--- src/paired_timer_pkg.sv ---
// package: register map, control field layout, carriers for the paired timer
package paired_timer_pkg;

	// ---------------------------------------------------------------
	// register byte offsets
	// ---------------------------------------------------------------
	localparam logic [11:0] OFF_EVEN_CTRL = 12'h000;
	localparam logic [11:0] OFF_ODD_CTRL = 12'h004;
	localparam logic [11:0] OFF_CNT_LOW = 12'h008;
	localparam logic [11:0] OFF_CNT_HIGH = 12'h00c;
	localparam logic [11:0] OFF_PER_LOW = 12'h010;
	localparam logic [11:0] OFF_PER_HIGH = 12'h014;
	localparam logic [11:0] OFF_IRQ_STATUS = 12'h018;
	localparam logic [11:0] OFF_IRQ_ENABLE = 12'h01c;
	localparam logic [11:0] OFF_IRQ_CLEAR = 12'h020;
	localparam logic [11:0] OFF_IDLE = 12'h024;

	// ---------------------------------------------------------------
	// control register fields
	// ---------------------------------------------------------------
	localparam int BIT_TIMER_ON = 15;
	localparam int BIT_STOP_IN_IDLE = 13;
	localparam int BIT_GATE_EN = 6;
	localparam int BIT_PRESCALE_HI = 5;
	localparam int BIT_PRESCALE_LO = 4;
	localparam int BIT_PAIR_MODE = 3;
	localparam int BIT_CLOCK_SRC = 1;
	localparam logic [15:0] EVEN_CTRL_MASK = 16'ha07a;
	localparam logic [15:0] ODD_CTRL_MASK = 16'ha072;
	localparam logic [15:0] CTRL_RESET = 16'h0000;
	localparam logic [15:0] COUNT_RESET = 16'h0000;
	localparam logic [15:0] PERIOD_RESET = 16'hffff;

	// status bit positions
	localparam int IRQ_EVEN = 0;
	localparam int IRQ_ODD = 1;

	// prescale ratios in cycles minus one
	localparam logic [7:0] DIV_1 = 8'h00;
	localparam logic [7:0] DIV_8 = 8'h07;
	localparam logic [7:0] DIV_64 = 8'h3f;
	localparam logic [7:0] DIV_256 = 8'hff;

	// decoded control fields of one timer
	typedef struct packed {
		logic on;
		logic stopIdle;
		logic gateEn;
		logic [1:0] prescaleSel;
		logic pairMode;
		logic clockSourceSel;
	} ctrl_s;

	// per-timer run inputs and outputs
	typedef struct packed {
		logic extClock;
		logic gate;
	} timer_in_s;

	typedef struct packed {
		logic evenMatch;
		logic oddMatch;
		logic adcTrigger;
	} timer_ev_s;

	// decode a control register image into its fields
	function automatic ctrl_s decode_ctrl(input logic [15:0] r);
		ctrl_s c;
		c.on = r[BIT_TIMER_ON];
		c.stopIdle = r[BIT_STOP_IN_IDLE];
		c.gateEn = r[BIT_GATE_EN];
		c.prescaleSel = r[BIT_PRESCALE_HI:BIT_PRESCALE_LO];
		c.pairMode = r[BIT_PAIR_MODE];
		c.clockSourceSel = r[BIT_CLOCK_SRC];
		return c;
	endfunction : decode_ctrl

	// prescale code to terminal count
	function automatic logic [7:0] prescale_limit(input logic [1:0] sel);
		case (sel)
			2'h0: return DIV_1;
			2'h1: return DIV_8;
			2'h2: return DIV_64;
			default: return DIV_256;
		endcase
	endfunction : prescale_limit

endpackage : paired_timer_pkg

--- src/paired_timer_32bit.sv ---
// paired 16/32-bit timer with APB register access
`timescale 1ns/10ps
`default_nettype none

module paired_timer_32bit
(
	// clock and reset
	input wire logic clk,
	input wire logic rst,
	// apb slave
	input wire logic psel,
	input wire logic penable,
	input wire logic pwrite,
	input wire logic [11:0] paddr,
	input wire logic [31:0] pwdata,
	input wire logic [3:0] pstrb,
	output logic [31:0] prdata,
	output logic pready,
	output logic pslverr,
	// timer pins: even and odd external clock and gate
	input wire paired_timer_pkg::timer_in_s evenPins,
	input wire paired_timer_pkg::timer_in_s oddPins,
	// device idle state
	input wire logic idle,
	// events
	output paired_timer_pkg::timer_ev_s events,
	output logic irq
);
	import paired_timer_pkg::*;

	// ---------------------------------------------------------------
	// state
	// ---------------------------------------------------------------
	typedef struct packed {
		logic [15:0] evenCtrl;
		logic [15:0] oddCtrl;
		logic [15:0] periodLow;
		logic [15:0] periodHigh;
		logic [1:0] irqStatus;
		logic [1:0] irqEnable;
		logic [31:0] rdata;
		logic ready;
		logic slvErr;
		timer_ev_s ev;
		logic irq;
	} state_s;

	state_s q;
	state_s next_q;

	// bus decode
	logic access;
	logic wrEn;
	logic lowLanes;

	// decoded controls and datapath
	ctrl_s evenC;
	ctrl_s oddC;
	ctrl_s oddEff;
	logic pair;
	logic evenCtrlWr;
	logic oddCtrlWr;
	logic evenTick;
	logic oddTick;
	logic [15:0] countLow;
	logic [15:0] countHigh;
	logic lowAtPer;
	logic highAtPer;
	logic lowInc;
	logic highInc;
	logic lowClear;
	logic highClear;
	logic lowLoad;
	logic highLoad;
	logic evenMatch;
	logic oddMatch;

	// ---------------------------------------------------------------
	// bus access and control decode
	// ---------------------------------------------------------------
	assign access = psel & penable & ~q.ready;
	assign wrEn = access & pwrite;
	assign lowLanes = (pstrb[1:0] == 2'h3);
	assign evenC = decode_ctrl(q.evenCtrl);
	assign oddC = decode_ctrl(q.oddCtrl);
	assign pair = evenC.pairMode;
	assign evenCtrlWr = wrEn & lowLanes & (paddr == OFF_EVEN_CTRL) & evenC.on;
	assign oddCtrlWr = wrEn & lowLanes & (paddr == OFF_ODD_CTRL) & oddC.on;

	// odd timer is governed by even controls while paired
	always_comb
	begin
		oddEff = oddC;
		oddEff.pairMode = 1'b0;
		if (pair)
			oddEff = '0;
	end

	// ---------------------------------------------------------------
	// tick generators
	// ---------------------------------------------------------------
	timer_tick_gen evenTickGen
	(
		.clk(clk),
		.rst(rst),
		.ctrl(evenC),
		.ctrlWrite(evenCtrlWr),
		.idle(idle),
		.pins(evenPins),
		.tick(evenTick)
	);

	timer_tick_gen oddTickGen
	(
		.clk(clk),
		.rst(rst),
		.ctrl(oddEff),
		.ctrlWrite(oddCtrlWr),
		.idle(idle),
		.pins(oddPins),
		.tick(oddTick)
	);

	// ---------------------------------------------------------------
	// count words and match logic
	// ---------------------------------------------------------------
	// split: each word counts its own ticks; paired: carry from low word
	always_comb
	begin
		evenMatch = 1'b0;
		oddMatch = 1'b0;
		lowInc = 1'b0;
		highInc = 1'b0;
		lowClear = 1'b0;
		highClear = 1'b0;
		if (pair)
		begin
			// 32-bit compare of odd:even period against odd:even count
			oddMatch = evenTick & lowAtPer & highAtPer;
			lowInc = evenTick;
			highInc = evenTick & (countLow == 16'hffff);
			lowClear = oddMatch;
			highClear = oddMatch;
		end
		else
		begin
			evenMatch = evenTick & lowAtPer;
			oddMatch = oddTick & highAtPer;
			lowInc = evenTick;
			highInc = oddTick;
			lowClear = evenMatch;
			highClear = oddMatch;
		end
	end

	assign lowLoad = wrEn & lowLanes & (paddr == OFF_CNT_LOW);
	assign highLoad = wrEn & lowLanes & (paddr == OFF_CNT_HIGH);

	timer_count_word lowWord
	(
		.clk(clk),
		.rst(rst),
		.inc(lowInc),
		.clear(lowClear),
		.load(lowLoad),
		.loadValue(pwdata[15:0]),
		.period(q.periodLow),
		.count(countLow),
		.atPeriod(lowAtPer)
	);

	timer_count_word highWord
	(
		.clk(clk),
		.rst(rst),
		.inc(highInc),
		.clear(highClear),
		.load(highLoad),
		.loadValue(pwdata[15:0]),
		.period(q.periodHigh),
		.count(countHigh),
		.atPeriod(highAtPer)
	);

	// ---------------------------------------------------------------
	// registers, interrupts and bus answer
	// ---------------------------------------------------------------
	always_comb
	begin
		next_q = q;
		next_q.ready = access;
		next_q.slvErr = 1'b0;
		next_q.ev.evenMatch = evenMatch;
		next_q.ev.oddMatch = oddMatch;
		next_q.ev.adcTrigger = oddMatch;
		// register writes, only whole low half-word
		if (wrEn && lowLanes)
		begin
			case (paddr)
				OFF_EVEN_CTRL: next_q.evenCtrl = pwdata[15:0] & EVEN_CTRL_MASK;
				OFF_ODD_CTRL: next_q.oddCtrl = pwdata[15:0] & ODD_CTRL_MASK;
				OFF_PER_LOW: next_q.periodLow = pwdata[15:0];
				OFF_PER_HIGH: next_q.periodHigh = pwdata[15:0];
				OFF_IRQ_ENABLE: next_q.irqEnable = pwdata[1:0];
				OFF_IRQ_CLEAR: next_q.irqStatus = q.irqStatus & ~pwdata[1:0];
				OFF_CNT_LOW, OFF_CNT_HIGH, OFF_IRQ_STATUS, OFF_IDLE: ;
				default: next_q.slvErr = 1'b1;
			endcase
		end
		else if (wrEn)
			next_q.slvErr = 1'b1;
		// hardware set wins over software clear
		if (evenMatch)
			next_q.irqStatus[IRQ_EVEN] = 1'b1;
		if (oddMatch)
			next_q.irqStatus[IRQ_ODD] = 1'b1;
		next_q.irq = |(next_q.irqStatus & next_q.irqEnable);
		// read data
		next_q.rdata = 32'h00000000;
		if (access && !pwrite)
		begin
			case (paddr)
				OFF_EVEN_CTRL: next_q.rdata = {16'h0000, q.evenCtrl};
				OFF_ODD_CTRL: next_q.rdata = {16'h0000, q.oddCtrl};
				OFF_CNT_LOW: next_q.rdata = {16'h0000, countLow};
				OFF_CNT_HIGH: next_q.rdata = {16'h0000, countHigh};
				OFF_PER_LOW: next_q.rdata = {16'h0000, q.periodLow};
				OFF_PER_HIGH: next_q.rdata = {16'h0000, q.periodHigh};
				OFF_IRQ_STATUS: next_q.rdata = {30'h0, q.irqStatus};
				OFF_IRQ_ENABLE: next_q.rdata = {30'h0, q.irqEnable};
				OFF_IRQ_CLEAR: next_q.rdata = 32'h00000000;
				OFF_IDLE: next_q.rdata = {31'h0, idle};
				default: next_q.slvErr = 1'b1;
			endcase
		end
	end

	// state register
	always_ff @(posedge clk or posedge rst)
	begin
		if (rst)
		begin
			q <= '0;
			q.evenCtrl <= CTRL_RESET;
			q.oddCtrl <= CTRL_RESET;
			q.periodLow <= PERIOD_RESET;
			q.periodHigh <= PERIOD_RESET;
		end
		else
			q <= next_q;
	end

	// outputs straight from flip-flops
	assign prdata = q.rdata;
	assign pready = q.ready;
	assign pslverr = q.slvErr;
	assign events = q.ev;
	assign irq = q.irq;

endmodule : paired_timer_32bit
`default_nettype wire

--- src/timer_count_word.sv ---
// one 16-bit count word with period compare and carry-in enable
`timescale 1ns/10ps
`default_nettype none
module timer_count_word
(
	// clock and reset
	input wire logic clk,
	input wire logic rst,
	// control
	input wire logic inc,
	input wire logic clear,
	input wire logic load,
	input wire logic [15:0] loadValue,
	input wire logic [15:0] period,
	// state
	output logic [15:0] count,
	output logic atPeriod
);
	import paired_timer_pkg::*;

	typedef struct packed {
		logic [15:0] count;
	} state_s;

	state_s q;
	state_s next_q;

	// next count: load wins, then clear, then increment
	always_comb
	begin
		next_q = q;
		if (load)
			next_q.count = loadValue;
		else if (clear)
			next_q.count = COUNT_RESET;
		else if (inc)
			next_q.count = q.count + 16'h0001;
	end

	// state register
	always_ff @(posedge clk or posedge rst)
	begin
		if (rst)
			q <= '0;
		else
			q <= next_q;
	end

	assign count = q.count;
	assign atPeriod = (q.count == period);

endmodule : timer_count_word
`default_nettype wire

--- src/timer_tick_gen.sv ---
// one timer's clock select, edge detect, gating, idle stop and prescaler
`timescale 1ns/10ps
`default_nettype none
module timer_tick_gen
(
	// clock and reset
	input wire logic clk,
	input wire logic rst,
	// configuration
	input wire paired_timer_pkg::ctrl_s ctrl,
	input wire logic ctrlWrite,
	input wire logic idle,
	// timer inputs
	input wire paired_timer_pkg::timer_in_s pins,
	// counting enable
	output logic tick
);
	import paired_timer_pkg::*;

	typedef struct packed {
		logic extPrev;
		logic [7:0] prescaleCount;
		logic tick;
	} state_s;

	state_s q;
	state_s next_q;

	// ---------------------------------------------------------------
	// next state
	// ---------------------------------------------------------------
	always_comb
	begin
		logic source;
		logic run;
		source = 1'b0;
		run = 1'b0;
		next_q = q;
		next_q.extPrev = pins.extClock;
		next_q.tick = 1'b0;
		// rising edge of external pin, or every internal clock cycle with gating off or the gate pin high
		if (ctrl.clockSourceSel)
			source = pins.extClock & ~q.extPrev;
		else
			source = ~ctrl.gateEn | pins.gate;
		run = ctrl.on & ~(ctrl.stopIdle & idle);
		if (ctrlWrite)
			next_q.prescaleCount = 8'h00;
		else if (run && source)
		begin
			if (q.prescaleCount >= prescale_limit(ctrl.prescaleSel))
			begin
				next_q.prescaleCount = 8'h00;
				next_q.tick = 1'b1;
			end
			else
				next_q.prescaleCount = q.prescaleCount + 8'h01;
		end
	end

	// state register
	always_ff @(posedge clk or posedge rst)
	begin
		if (rst)
			q <= '0;
		else
			q <= next_q;
	end

	assign tick = q.tick;

endmodule : timer_tick_gen
`default_nettype wire
--- config.mk ---
export PLATFORM = sky130hd
export DESIGN_NAME = paired_timer_32bit
export DESIGN_NICKNAME = d
export VERILOG_FILES = /design/src/paired_timer_pkg.sv /design/src/paired_timer_32bit.sv /design/src/timer_count_word.sv /design/src/timer_tick_gen.sv
export SDC_FILE = /design/constraint.sdc
export NUM_CORES = 1
export LEC_CHECK = 0
export BUFFER_PORTS_ARGS = -buffer_cell sky130_fd_sc_hd__buf_2
export CORE_ASPECT_RATIO = 2
export CORE_MARGIN = 3
export CORE_UTILIZATION = 45
export CTS_BUF_LIST = sky130_fd_sc_hd__clkbuf_4 sky130_fd_sc_hd__clkbuf_8 sky130_fd_sc_hd__clkbuf_16
export DETAILED_ROUTE_END_ITERATION = 6
export PLACE_DENSITY = 0.72
export SYNTH_ARGS = -nofsm -noshare
export SYNTH_HDL_FRONTEND = slang
export SYNTH_HIERARCHICAL = 1
export SYNTH_SLANG_ARGS = --single-unit
--- constraint.sdc ---
create_clock -name clk -period 5.9 [get_ports clk]
set_input_delay 0.295 -clock clk [delete_from_list [all_inputs] [get_ports clk]]
set_output_delay 0.295 -clock clk [all_outputs]
set_load 0.03 [all_outputs]
* Word-level counts from Yosys, hierarchy flattened
Index checks and enable logic that the tools add are counted.
** Word-level totals
- Flip-flop bits (word level) :: 138
- Input bits :: 58
- Output and inout port bits :: 38
- Word-level logic and storage cells :: 134
** Cells by class
- Add/subtract/negate cells :: 4
- Magnitude comparators :: 2
- Equality and inequality tests :: 17
- Mux-type cells :: 41
- Bitwise logic cells :: 32
- Reduce and logical (&&, ||, !) cells :: 18
** Operators with widths (count)
- one-hot mux 16 bit (9 select lines) :: 1
- two-way mux 16 bit :: 7
- two-way mux 8 bit :: 8
- equality test 12 x 5 -> 1 bit, second input constant :: 4
- one-hot mux 8 bit (3 select lines) :: 2
- adder 16 x 1 -> 16 bit, second input constant :: 2
- equality test 16 bit :: 2
- equality test 12 x 4 -> 1 bit, second input constant :: 2
- equality test 12 x 6 -> 1 bit, second input constant :: 2
- AND 1 bit :: 20
- two-way mux 9 bit :: 2
- two-way mux 1 bit :: 17
- adder 8 x 1 -> 8 bit, second input constant :: 2
- equality test 16 bit, second input constant :: 1
- >= comparator 8 bit :: 2
- equality test 12 x 3 -> 1 bit, second input constant :: 1
- zero test 12 bit :: 1
- OR reduction 10 bit :: 1
- AND reduction 2 bit :: 4
- two-way mux 7 bit :: 1
- inverter 1 bit :: 7
- equality test 2 bit, second input constant :: 3
- nonzero test 3 bit :: 2
- AND 2 bit :: 2
- other kinds (10) :: 18

* Depth between registers and ports, before layout
- Depth in word-level cells :: 11
- Gate-level depth with buffers :: 10
- Gate-level depth less buffers :: 8

* Hierarchy
The synthesis kept the hierarchy.
** Modules (own cells, without submodules)
- paired_timer_32bit :: instances 1, cells each 317, area each 3913.8 µm², sequential area each 1791.7 µm²
- timer_count_word :: instances 2, cells each 121, area each 1117.3 µm², sequential area each 400.4 µm²
- timer_tick_gen :: instances 2, cells each 73, area each 678.2 µm², sequential area each 250.2 µm²

* Least setup slack after synthesis
No wires, ideal clock.
- Path type :: input -> register
- From :: input paddr[9]
- To :: register lowWord.q (netlist bit lowWord/count[0])
- Setup time :: 66 ps
- Arrival time :: 2337 ps
- Data required time :: 5834 ps
- Path slack :: 3496 ps
- Cell stages on the path :: 7
- Path buffers :: 2
- Cell sequence :: nor4_4 -> nand2_2 -> nor3_2 -> and3_1 -> clkbuf_1 -> clkbuf_1 -> a22o_1
** On the way
- Longest elaborated chain between the ends :: 3
- Elaborated cells on any way between the ends :: 4
- Those cells by class :: 1 x eq/ne; 1 x mux; 1 x bitwise; 1 x reduce/logical
** Ends and longest elaborated chain
- start: declaration :: line paired_timer_32bit.sv:14 : input wire logic [11:0] paddr,
- equality test 12 x 4 -> 1 bit (*) :: line paired_timer_32bit.sv:156 : assign lowLoad = wrEn & lowLanes & (paddr == OFF_CNT_LOW);
- AND 1 bit (*) :: line paired_timer_32bit.sv:156
- via lowLoad :: line paired_timer_32bit.sv:73 : logic lowLoad;
- nonzero test 3 bit (no line) or two-way mux 16 bit (tied branches)
- end signal: assignment :: line timer_count_word.sv:46 : q <= next_q;
- end: declaration :: line timer_count_word.sv:25 : state_s q;
Mark *: on every way through the listed nets, which the timed path passes. The rest lies on a longest branch.
A chain may end at the register's enable or synchronous reset.

* Worst setup path in the final report
- From :: register lowWord.q (netlist bit lowWord/count[15])
- To :: register highWord.q (netlist bit highWord/count[12])
** On the way
- Elaborated cells on any way between the ends :: 10
- Those cells by class :: 2 x eq/ne; 4 x mux; 3 x bitwise; 1 x reduce/logical
** RTL lines
- equality test 16 bit :: line paired_timer_32bit.sv:141 : highInc = evenTick & (countLow == 16'hffff);
- AND 1 bit :: line paired_timer_32bit.sv:141
- two-way mux 1 bit :: line paired_timer_32bit.sv:136 : if (pair)
- via highInc :: line paired_timer_32bit.sv:70 : logic highInc;
- nonzero test 3 bit (no line)
- end signal: assignment :: line timer_count_word.sv:46
- end: declaration :: line timer_count_word.sv:25
The timed path passes the listed nets, and every way through them passes these cells.

==> qor.yml <==
outcome: "finished clean"
htree_levels: 4
die_h_um: 189
yosysWarnings: 6
fin_crit_ns: 3.12
tightest_slew_ns: 1.01
path_cells: "nand4_1 -> or4_1 -> o21bai_1 -> nand3_1 -> nor4_1 -> xor2_1 -> a22o_1"
critPathTopFamily: "simple AND/OR/NAND/NOR gates"
area_growth_pct: 10.5
dieArea_mm2: 0.0184
clock-root-buffer: "clkbuf_16"
yosysSeqAreaShare_pct: 41.2
wl_mm: 20.9
synth_cells: 705
grt_remaining_overflow: 0
grt_pass1_wl_mm: 32.9
vias_per_cell: 6.06
layout_commonest_cell: "dfrtp_1"
synth_cell_type_count: 72
cp-end-kind: "register"
syn_area_per_cell_um2: 10.6
numCtsBuffers: 17
n_fill_cell: 1505
leakage_nw: 3.61
final_cell_mix: "dfrtp_1 (90), buf_2 (61), nand2_1 (49)"
postCtsSetupBuffers: 0
clock-sinks: 122
cp.arrival_ns: 3.43
first_iter_violations: 427
finClkSkew_ns: 0.00833
grt_pass1_vias: 6006
drive_above_1_share_pct: 30.4
ir_drop_mv: 0.169
hpwlAfterDp_mm: 15.5
rows: 66
worstSetupPathType: "reg2reg"
ys_seq_elements: 122
path_buf_inv: 0
drtAntennaViolNets: 0
grt_max_degree: 71
fmax_mhz: 320
relSlewSlack_pct: 32.4
start_kind: "register"
finalMaxSlewViolations: 0
syn-cell-area_mm2: 0.00750
cts_tree: "built"
wire_per_inst_um: 21.9
numPortBuffers: 61
num_antenna_cells: 0
io_pins: 96
tns_ns: 0
rsz0062_at_grt: "false"
hold_path_class: "in2reg"
worstPathMaxFanout: 8
critPathMaxStageDelay_ns: 0.68
fin_crit_sh_pct: 53.0
synth_edf_count: 0
core_area_mm2: 0.0164
drc: 0
antenna_found_initial: 0
nNetsFinal: 804
dp.cells: 918
synth-main-ff-cell: "dfrtp_1"
gp_congestion: 0.923
stdcell_area_mm2: 0.00829
cap_violations: 0
ctsHoldBuffers: 3
instances_no_fill: 953
hold_viol: 0
cts.repair.resized: 0
async_reset_ff_share_pct: 100
setup_viol: 0
cp_slowest_cell: "o21bai_1"
grt_use_total_pct: 23.3
p_per_area_mw_per_mm2: 235
vias: 5775
dieWidth_um: 97.3
clkLatencyLatePin_ns: 0.42
placed_cell_area_mm2: 0.00768
start_util_pct: 45.9
cts_buffer_depth: 2
drtPass1Iterations: 5
clk_pin_slew_ns: 0.05
critical_path_required_ns: 6.21
-- routing by layer --
metal | vias up | track usage [%] | routed length (µm)
li1 | 2610 | - | -
met1 | 2834 | 23.3 | 7180
met2 | 246 | 42.4 | 11100
met3 | 85 | 3.59 | 939
met4 | 0 | 18.3 | 1670
met5 | - | 0 | 0
-- metrics by stage --
stage,setup WS [ns],hold slack [ns],power (mW),utilization [%]
CTS,2.85,0.168,1.96,50.7
global placement,2.51,0.394,0.948,47.0
detailed placement,2.49,0.393,0.949,47.0
floorplan,3.50,0.135,0.915,-
global route,2.49,0.192,2.00,50.7
finish,2.78,0.187,1.95,50.7
-- cell families after synthesis --
| group | after synthesis | synth area share, % |
|---|---|---|
| buffers and inverters | 83 | 6.67 |
| XOR/XNOR | 56 | 6.54 |
| adder cells (fa/ha/maj) | 10 | 1.67 |
| multiplexers | 73 | 12.6 |
| flip-flops | 122 | 41.2 |
| other | 1 | 0.0500 |
| AND/OR/NAND/NOR | 231 | 18.2 |
| AO/OA/AOI/OAI | 129 | 13.1 |
-- cell usage after synthesis, types with 9 or more instances --
master	count	share of area [%]
buf_2	11	0.73
a31oi_1	9	0.75
a22oi_1	13	1.3
nand3_1	27	1.8
nand4_1	28	2.3
nor2b_1	10	0.83
nor3_1	9	0.60
nand2_1	49	2.5
mux2_2	40	6.0
mux2_4	20	4.0
dfstp_2	32	11
buf_4	39	3.9
a2bb2oi_1	11	1.3
dfrtp_1	90	30
xnor2_1	44	5.1
inv_1	13	0.65
nor4_1	12	1.0
ha_1	10	1.7
a21oi_1	17	1.1
clkbuf_1	10	0.50
o21ai_0	16	1.1
a22o_1	25	2.9
xor2_1	12	1.4
nor2_1	41	2.1
-- where the power goes --
| group | switching, mW | internal [mW] | total, mW |
|---|---|---|---|
| clock network | 0.357 | 0.652 | 1.01 |
| registers | 0.00102 | 0.841 | 0.842 |
| logic | 0.0736 | 0.0212 | 0.0947 |
-- area by class of cell --
cell class / count / area, µm² / area share [%]
inverters: 15 / 56.3 / 0.679
clock inverters: 3 / 40.0 / 0.483
flip-flops and latches: 122 / 3090 / 37.3
well taps: 204 / 255 / 3.08
multi-input cells: 515 / 3970 / 47.9
clock buffers: 29 / 534 / 6.45
repair buffers: 65 / 343 / 4.14
-- sequential cells by signal (all words and copies together) (netlist names) --
register          flops
oddTickGen/q          9
pready                1
oddTickGen/tick       1
highWord/count       16
oddC                  6
prdata               16
evenTickGen/q         9
evenTickGen/tick      1
evenC                 7
pslverr               1
q                    36
events                2
lowWord/count        16
irq                   1
-- path summary, 6_finish.rpt --
path / startpoint / endpoint / slack [ns] / cells past startpoint
max: lowWord/count[15]$_DFFE_PP0P_ / highWord/count[12]$_DFFE_PP0P_ / 2.78 / 7
min: paddr[5] / prdata[15]$_DFF_PP0_ / 0.19 / 2
max reg2reg: lowWord/count[15]$_DFFE_PP0P_ / highWord/count[12]$_DFFE_PP0P_ / 2.78 / 7
min reg2reg: q[39]$_DFF_PP0_ / q[39]$_DFF_PP0_ / 0.53 / 1
max in group asynchronous: rst / prdata[14]$_DFF_PP0_ / 4.56 / 4
min in group asynchronous: rst / evenTickGen/q[8]$_DFFE_PP0P_ / 0.48 / 3
Power figures use the tool's default switching activity.
